[config.mk]
export PLATFORM = sky130hd
export DESIGN_NAME = fds_sequencer
export DESIGN_NICKNAME = d
export VERILOG_FILES = /design/src/fds_pkg.sv /design/src/fds_sequencer.sv
export SDC_FILE = /design/constraint.sdc
export NUM_CORES = 1
export LEC_CHECK = 0
export BUFFER_PORTS_ARGS = -buffer_cell sky130_fd_sc_hd__buf_2
export CORE_MARGIN = 4
export CORE_UTILIZATION = 52
export CTS_CLUSTER_DIAMETER = 40
export DETAILED_ROUTE_END_ITERATION = 10
export GPL_TIMING_DRIVEN = 0
export PLACE_DENSITY = 0.8
export REMOVE_ABC_BUFFERS = 1
export SLEW_MARGIN = 20
export SYNTH_ARGS = -nofsm -noshare
export SYNTH_HDL_FRONTEND = slang
export SYNTH_SLANG_ARGS = --single-unit
[constraint.sdc]
create_clock -name clock -period 2.95 [get_ports clock]
set_input_delay 0.295 -clock clock [delete_from_list [all_inputs] [get_ports clock]]
set_output_delay 0.295 -clock clock [all_outputs]
set_load 0.01 [all_outputs]
[src/fds_pkg.sv]
/*
 holds constants and carrier types for the dual-bank fft sequencer.
 assumes a single 25 MHz system clock and an external dual-port memory.
*/
package fds_pkg;
    localparam int unsigned  N_POINTS      = 64;
    localparam logic [7:0]   LAST_ADDR     = 8'h3F;
    localparam logic [8:0]   FIRST_OUT_CYC = 9'h092;  // 146
    localparam logic [8:0]   LAST_OUT_CYC  = 9'h0D1;  // 209
    localparam logic [8:0]   PERIOD_CYC    = 9'h0C0;  // 192
    localparam logic [8:0]   PIPE_CYC      = 9'h011;  // 17
    localparam logic [8:0]   LOAD_OPEN_CYC = 9'h092;  // load window opens with the final pass
    localparam logic [8:0]   WARN_LEAD_CYC = 9'h008;
    localparam logic [8:0]   MODE_CE_CYC   = 9'h0BF;  // one cycle before a new vector starts
    localparam logic [15:0]  IDLE_DATA     = 16'h0000;

    typedef struct packed {
        logic        direction_select;
        logic [1:0]  scale_mode;
    } fds_mode_s;

    typedef struct packed {
        logic [15:0] re;
        logic [15:0] im;
    } fds_sample_s;

    typedef struct packed {
        logic [7:0]  waddr;
        logic [7:0]  raddr;
        logic        we;
        logic        en;
    } fds_mem_s;

    typedef enum logic [1:0] {
        FDS_IDLE,
        FDS_LOAD,
        FDS_UNLOAD,
        FDS_RUN
    } fds_state_e;
endpackage : fds_pkg

[src/fds_sequencer.sv]
/*
 holds the sequencer: load/unload counter, run timing, result strobe,
 digit-reversed index, load window and mode capture.
 assumes synchronous inputs; butterfly datapath supplies result samples.
*/
`timescale 1ns/1ps
`default_nettype none
module fds_sequencer
    import fds_pkg::*;
(
    input  wire  logic                 clock,
    input  wire  logic                 rst_b,
    input  wire  logic                 dual_bank_mode,
    input  wire  logic                 start,
    input  wire  logic                 load_request,
    input  wire  logic                 unload_request,
    input  wire  fds_pkg::fds_mode_s   mode_in,
    input  wire  fds_pkg::fds_sample_s result_in,
    output var   fds_pkg::fds_mem_s    mem_ctl,
    output var   fds_pkg::fds_sample_s out_bus,
    output var   logic [5:0]           reorder_index,
    output var   logic                 result_strobe,
    output var   logic                 load_window,
    output var   logic                 early_load_warning,
    output var   logic                 input_select,
    output var   logic                 mode_sample,
    output var   fds_pkg::fds_mode_s   mode_active,
    output var   logic [1:0]           pass_count,
    output var   logic                 busy
);
    import fds_pkg::*;

    fds_state_e  state, next_state;
    logic [7:0]  addr, next_addr;
    logic [8:0]  cyc, next_cyc;
    logic        first, next_first;
    fds_mode_s   next_mode_active;
    fds_mem_s    next_mem_ctl;
    fds_sample_s next_out_bus;
    logic [5:0]  next_reorder_index;
    logic        next_result_strobe, next_load_window, next_warn, next_mode_sample;
    logic [1:0]  next_pass_count;
    logic [8:0]  out_first, out_last, out_pos, mode_pos;
    logic        in_out, in_load, in_mode;
    logic [5:0]  k;

    always_comb begin
        out_first = first ? FIRST_OUT_CYC : (FIRST_OUT_CYC - PIPE_CYC);
        out_last  = first ? LAST_OUT_CYC  : (LAST_OUT_CYC - PIPE_CYC);
        in_out    = (state == FDS_RUN) && (cyc >= out_first) && (cyc <= out_last);
        out_pos   = cyc - out_first;
        in_load   = dual_bank_mode && in_out;
        mode_pos  = first ? (MODE_CE_CYC + PIPE_CYC) : MODE_CE_CYC;
        in_mode   = dual_bank_mode && (state == FDS_RUN) && (cyc == mode_pos);
        k         = out_pos[5:0];
    end

    always_comb begin
        next_state         = state;
        next_addr          = addr;
        next_cyc           = cyc;
        next_first         = first;
        next_mode_active   = mode_active;
        next_mem_ctl       = '0;
        next_out_bus       = out_bus;
        next_reorder_index = reorder_index;
        next_result_strobe = 1'b0;
        next_load_window   = 1'b0;
        next_warn          = 1'b0;
        next_mode_sample   = 1'b0;
        next_pass_count    = pass_count;
        if (start) begin
            next_state       = FDS_RUN;
            next_cyc         = 9'h001;
            next_first       = 1'b1;
            next_mode_active = mode_in;
            next_pass_count  = 2'h0;
        end else begin
            case (state)
                FDS_IDLE: begin
                    if (load_request) begin
                        next_state = FDS_LOAD;
                        next_addr  = 8'h00;
                    end else if (unload_request && !dual_bank_mode) begin
                        next_state = FDS_UNLOAD;
                        next_addr  = 8'h00;
                    end
                end
                FDS_LOAD, FDS_UNLOAD: begin
                    next_mem_ctl.en    = 1'b1;
                    next_mem_ctl.we    = (state == FDS_LOAD);
                    next_mem_ctl.waddr = addr;
                    next_mem_ctl.raddr = addr;
                    next_addr          = addr + 8'h01;
                    if (addr == LAST_ADDR) begin
                        next_state = FDS_IDLE;
                    end
                end
                FDS_RUN: begin
                    next_cyc        = cyc + 9'h001;
                    next_mem_ctl.en = 1'b1;
                    next_pass_count = (cyc >= out_first) ? 2'h2 : ((cyc >= (out_first >> 1)) ? 2'h1 : 2'h0);
                    if (in_out) begin
                        next_result_strobe = 1'b1;
                        next_out_bus       = result_in;
                        next_reorder_index = {k[1:0], k[3:2], k[5:4]};
                        next_mem_ctl.we    = 1'b1;
                        next_mem_ctl.waddr = {2'b00, k};
                    end
                    next_load_window = in_load;
                    next_warn = dual_bank_mode && (cyc + WARN_LEAD_CYC >= out_first) && (cyc < out_first);
                    if (in_mode) begin
                        next_mode_sample = 1'b1;
                        next_mode_active = mode_in;
                    end
                    if (cyc == out_last) begin
                        if (dual_bank_mode) begin
                            next_first = 1'b0;
                            next_cyc   = LAST_OUT_CYC - PIPE_CYC - PERIOD_CYC + 9'h001;
                        end else begin
                            next_state = FDS_IDLE;
                        end
                    end
                end
                default: next_state = FDS_IDLE;
            endcase
        end
    end

    always_ff @(posedge clock or negedge rst_b) begin
        if (!rst_b) begin
            state              <= FDS_IDLE;
            addr               <= 8'h00;
            cyc                <= 9'h000;
            first              <= 1'b1;
            mode_active        <= '0;
            mem_ctl            <= '0;
            out_bus            <= '0;
            reorder_index      <= 6'h00;
            result_strobe      <= 1'b0;
            load_window        <= 1'b0;
            early_load_warning <= 1'b0;
            mode_sample        <= 1'b0;
            pass_count         <= 2'h0;
        end else begin
            state              <= next_state;
            addr               <= next_addr;
            cyc                <= next_cyc;
            first              <= next_first;
            mode_active        <= next_mode_active;
            mem_ctl            <= next_mem_ctl;
            out_bus            <= next_out_bus;
            reorder_index      <= next_reorder_index;
            result_strobe      <= next_result_strobe;
            load_window        <= next_load_window;
            early_load_warning <= next_warn;
            mode_sample        <= next_mode_sample;
            pass_count         <= next_pass_count;
        end
    end

    assign input_select = load_window || (mem_ctl.we && !result_strobe);
    assign busy         = (state != FDS_IDLE);

    // helper counter for strobe length
    logic [7:0] strobe_len;
    always_ff @(posedge clock or negedge rst_b) begin
        if (!rst_b) begin
            strobe_len <= 8'h00;
        end else begin
            strobe_len <= result_strobe ? strobe_len + 8'h01 : 8'h00;
        end
    end

    // helper counter for write enable run length
    logic [7:0] we_len;
    always_ff @(posedge clock or negedge rst_b) begin
        if (!rst_b) begin
            we_len <= 8'h00;
        end else begin
            we_len <= mem_ctl.we ? we_len + 8'h01 : 8'h00;
        end
    end

    // helper counter for cycles since start
    logic [8:0] run_age;
    always_ff @(posedge clock or negedge rst_b) begin
        if (!rst_b) begin
            run_age <= 9'h000;
        end else if (start) begin
            run_age <= 9'h001;
        end else if (run_age != 9'h000 && run_age != 9'h1FF) begin
            run_age <= run_age + 9'h001;
        end
    end

    // helper counter for spacing of result vectors
    logic [8:0] rise_gap;
    always_ff @(posedge clock or negedge rst_b) begin
        if (!rst_b) begin
            rise_gap <= 9'h000;
        end else if (result_strobe && strobe_len == 8'h00) begin
            rise_gap <= 9'h001;
        end else if (rise_gap != 9'h1FF) begin
            rise_gap <= rise_gap + 9'h001;
        end
    end

    a_first_out: assert property (@(posedge clock) disable iff (!rst_b)
        (run_age == FIRST_OUT_CYC && !start) |-> !result_strobe ##1 result_strobe)
        else $error("first result not at 146 cycles");
    a_last_out: assert property (@(posedge clock) disable iff (!rst_b)
        (run_age == LAST_OUT_CYC + 9'h001 && !start) |-> result_strobe ##1 !result_strobe)
        else $error("last result not at 209 cycles");
    a_strobe_len: assert property (@(posedge clock) disable iff (!rst_b)
        $fell(result_strobe) && !$past(start) |-> $past(strobe_len) == 8'h3F)
        else $error("result strobe not 64 cycles");
    a_load_len: assert property (@(posedge clock) disable iff (!rst_b)
        (state == FDS_LOAD && addr == LAST_ADDR && !start) |=>
            mem_ctl.we && mem_ctl.waddr == LAST_ADDR && we_len == 8'h3F && state == FDS_IDLE)
        else $error("load not 64 cycles");
    a_addr_step: assert property (@(posedge clock) disable iff (!rst_b)
        (state == FDS_LOAD && !start && addr != LAST_ADDR) |=> addr == $past(addr) + 8'h01)
        else $error("address did not step");
    a_index_rev: assert property (@(posedge clock) disable iff (!rst_b)
        result_strobe |-> reorder_index == {strobe_len[1:0], strobe_len[3:2], strobe_len[5:4]})
        else $error("index not digit reversed");
    a_period: assert property (@(posedge clock) disable iff (!rst_b)
        result_strobe && strobe_len == 8'h00 && dual_bank_mode && !first |-> rise_gap == PERIOD_CYC)
        else $error("period broken");
    a_mode_hold: assert property (@(posedge clock) disable iff (!rst_b)
        !start && !in_mode |=> $stable(mode_active))
        else $error("mode changed off strobe");
    a_window_sel: assert property (@(posedge clock) disable iff (!rst_b)
        load_window |-> input_select && result_strobe && dual_bank_mode)
        else $error("select missing in window");

    c_load:   cover property (@(posedge clock) disable iff (!rst_b) state == FDS_LOAD ##64 state == FDS_IDLE);
    c_single: cover property (@(posedge clock) disable iff (!rst_b) $fell(result_strobe) && !dual_bank_mode);
    c_dual:   cover property (@(posedge clock) disable iff (!rst_b) mode_sample && !first);
endmodule : fds_sequencer
`default_nettype wire

==> flow_summary.json <==
{
  "outcome": "finished clean",
  "antenna_left": 0,
  "r2r_cells": 9,
  "cellLeakagePower_nw": 2.58,
  "clk_pin_slew_worst_paths_ns": 0.09,
  "syn_to_final_growth_pct": 23.4,
  "routed_wl_um": 8720,
  "grt_pass1_wl_um": 14200,
  "final_cell_mix": "106 x buf_2, 82 x dfrtp_1, 25 x nand2_1, 20 x nor2_1, 20 x mux2_2",
  "synth_edf_count": 0,
  "drt-met1-wl_um": 3710,
  "finalCritPeriodShare_pct": 95.7,
  "critPathLaunchType": "flip-flop",
  "setup_viol": 0,
  "utilization_pct": 66.7,
  "htreeDepth": 3,
  "overflow": 0,
  "numClockSinks": 83,
  "die_y_um": 95.3,
  "diodes": 0,
  "gp_congestion": 0.969,
  "ys_types": 58,
  "cts_tree": "done",
  "required_ns": 3.19,
  "drtPass1Iterations": 4,
  "synthesis.area_um2": 3960,
  "min_path_type": "primary input to flip-flop",
  "grt_usage_pct": 20.3,
  "vias": 3041,
  "worstReg2RegEnd": "out_bus[27]$_DFFE_PN0P_",
  "io_pins": 108,
  "drtIter0Drc": 136,
  "cap_violations": 0,
  "cts_buffer_depth": 2,
  "ys.flop_type": "dfrtp_1",
  "die_w_um": 95.3,
  "worstMarginPinSlew_ns": 0.635,
  "p_per_area_nw_per_um2": 579,
  "placementRows": 31,
  "arrival_ns": 3.06,
  "portBuffers": 107,
  "final_layout_size_suffix_gt1_share_pct": 35.7,
  "initial_core_util_pct": 54.0,
  "nets": 509,
  "relSlewSlack_pct": 57.6,
  "wire_per_inst_um": 15.6,
  "coreArea_um2": 7330,
  "stdcell_area_um2": 4890,
  "place_area_um2": 4590,
  "min_from": "result_in[23]",
  "viasPerCell": 5.44,
  "cp_max_fo": 25,
  "grt_pass1_vias": 2999,
  "layout_commonest_cell": "buf_2",
  "yosys_register_bits": 83,
  "wl_met3_um": 919,
  "hpwl_um": 6460,
  "antenna_found_initial": 0,
  "ir_drop_uv": 368,
  "clk_latency_ns": 0.36,
  "end_kind": "flip-flop",
  "cts_buffers": 9,
  "netlist_instances": 347,
  "reg2reg_slack_ns": 0.13,
  "ys_warn_count": 0,
  "synth.avg_cell_area_um2": 11.4,
  "drv_slew": 0,
  "dieArea_um2": 9080,
  "cts_root_buffer": "clkbuf_8",
  "max_freq_ghz": 0.354,
  "routed.top_layer": "met4",
  "dr_wl_met2_um": 3960,
  "clock_skew_ns": 0.0144,
  "grt_max_degree": 55,
  "worstHoldPathCells": 2,
  "ys_async_sr_fraction_pct": 100,
  "period_needed_ns": 2.82,
  "hold_end": "out_bus[23]$_DFFE_PN0P_",
  "drcViolationCount": 0,
  "nFillCells": 542,
  "finalHoldViolCount": 0,
  "synth-seq-area-share_pct": 52.5,
  "r2r_start": "first$_DFFE_PN1P_",
  "critPathKind": "flip-flop to flip-flop"
}
## worst max path at each step
stage                                 start                       to  slack, ns  depth (start not counted)
final                     first$_DFFE_PN1P_  out_bus[27]$_DFFE_PN0P_       0.13                          9
after global routing      first$_DFFE_PN1P_  out_bus[27]$_DFFE_PN0P_     -0.001                          9
after CTS                 first$_DFFE_PN1P_  out_bus[27]$_DFFE_PN0P_       0.05                          9
after detailed placement  first$_DFFE_PN1P_  out_bus[24]$_DFFE_PN0P_      -0.09                          9
after global placement    first$_DFFE_PN1P_  out_bus[13]$_DFFE_PN0P_      -1.27                          7
after floorplan           first$_DFFE_PN1P_   out_bus[0]$_DFFE_PN0P_      -0.52                          7
## cell families after synthesis
family | count (synthesis) | share of synthesized area [%]
AO/OA/AOI/OAI | 61 | 11.2
AND/OR/NAND/NOR | 107 | 13.9
buffers and inverters | 35 | 4.80
flip-flops | 83 | 52.5
adder cells (fa/ha/maj) | 13 | 4.49
multiplexers | 41 | 11.6
XOR/XNOR | 7 | 1.55
## cells in the mapped netlist (all sizes together), types with 2 or more instances
cell type	n	share of area [%]
dfrtp	82	52
mux2	38	11
nand2	25	2.4
nor2	20	1.9
inv	17	1.6
o21ai	14	1.8
a22o	12	2.7
and2	11	1.7
ha	11	3.5
buf	10	2.4
nor3	10	1.3
nand3	9	1.1
a21oi	8	1.1
clkbuf	8	0.76
and3	6	0.95
nor2b	6	0.95
a31oi	5	0.79
or2	5	0.79
a21o	4	0.76
nand2b	4	0.63
xnor2	4	0.88
mux2i	3	0.76
nor4	3	0.63
xor2	3	0.66
a31o	2	0.44
fa	2	1.0
nor3b	2	0.38
## timing repair
item                                    in CTS  in global routing
endpoints found under the setup margin      22                 24
buffers inserted                             0                  4
hold buffers                                 1                  0
gates resized for setup                      1                  8
endpoints found under the hold margin       29                  0
## power by group
group | switching [W] | internal, W | total [W]
clock | 0.000418 | 0.000400 | 0.000818
sequential | 0.000113 | 0.00123 | 0.00134
combinational | 0.000388 | 0.000283 | 0.000671
total | 0.000919 | 0.00191 | 0.00283
## layout make-up
| type | count | area [um2] | area share [%] |
|---|---|---|---|
| Clock buffer | 10 | 128 | 2.61 |
| Clock inverter | 6 | 72.6 | 1.48 |
| Inverter | 17 | 67.6 | 1.38 |
| Multi-Input combinational cell | 229 | 1760 | 35.9 |
| Sequential cell | 83 | 2080 | 42.5 |
| Tap cell | 99 | 124 | 2.53 |
| Timing Repair Buffer | 115 | 661 | 13.5 |
## layer usage
layer,GRT usage (%),vias up
li1,-,1435
met1,26.9,1450
met2,31.9,140
met3,5.76,16
met4,7.33,0
met5,0,-
## critical path, stage by stage (launching register included)
cell and delay, ns:
dfstp_2 0.59, clkinvlp_4 0.23, ha_4 0.36, nor2b_1 0.17
o211ai_1 0.13, a31o_2 0.30, a21oi_4 0.19, buf_16 0.19
buf_16 0.19, mux2_1 0.33
## flip-flops by register name, summed over array words and instances (netlist names), 2 cells and up
signal         flops
addr               8
cyc                9
mem_ctl           16
mode_active        3
out_bus           32
pass_count         2
reorder_index      6
state              2
## through the flow
stage               hold slack (ns)  power [W]  setup TNS (ns)  instances  setup slack (ns)
global placement              0.461    0.00197          -56.19        535             -1.27
global route                  0.128    0.00301        -0.00122        559          -0.00122
detailed placement            0.253    0.00200           -1.61        538           -0.0857
CTS                           0.134    0.00282               0        555            0.0463
floorplan                 -0.000591    0.00176          -21.09        329            -0.520
finish                        0.143    0.00283               0        559             0.126
(Power assumes the default switching activity.)
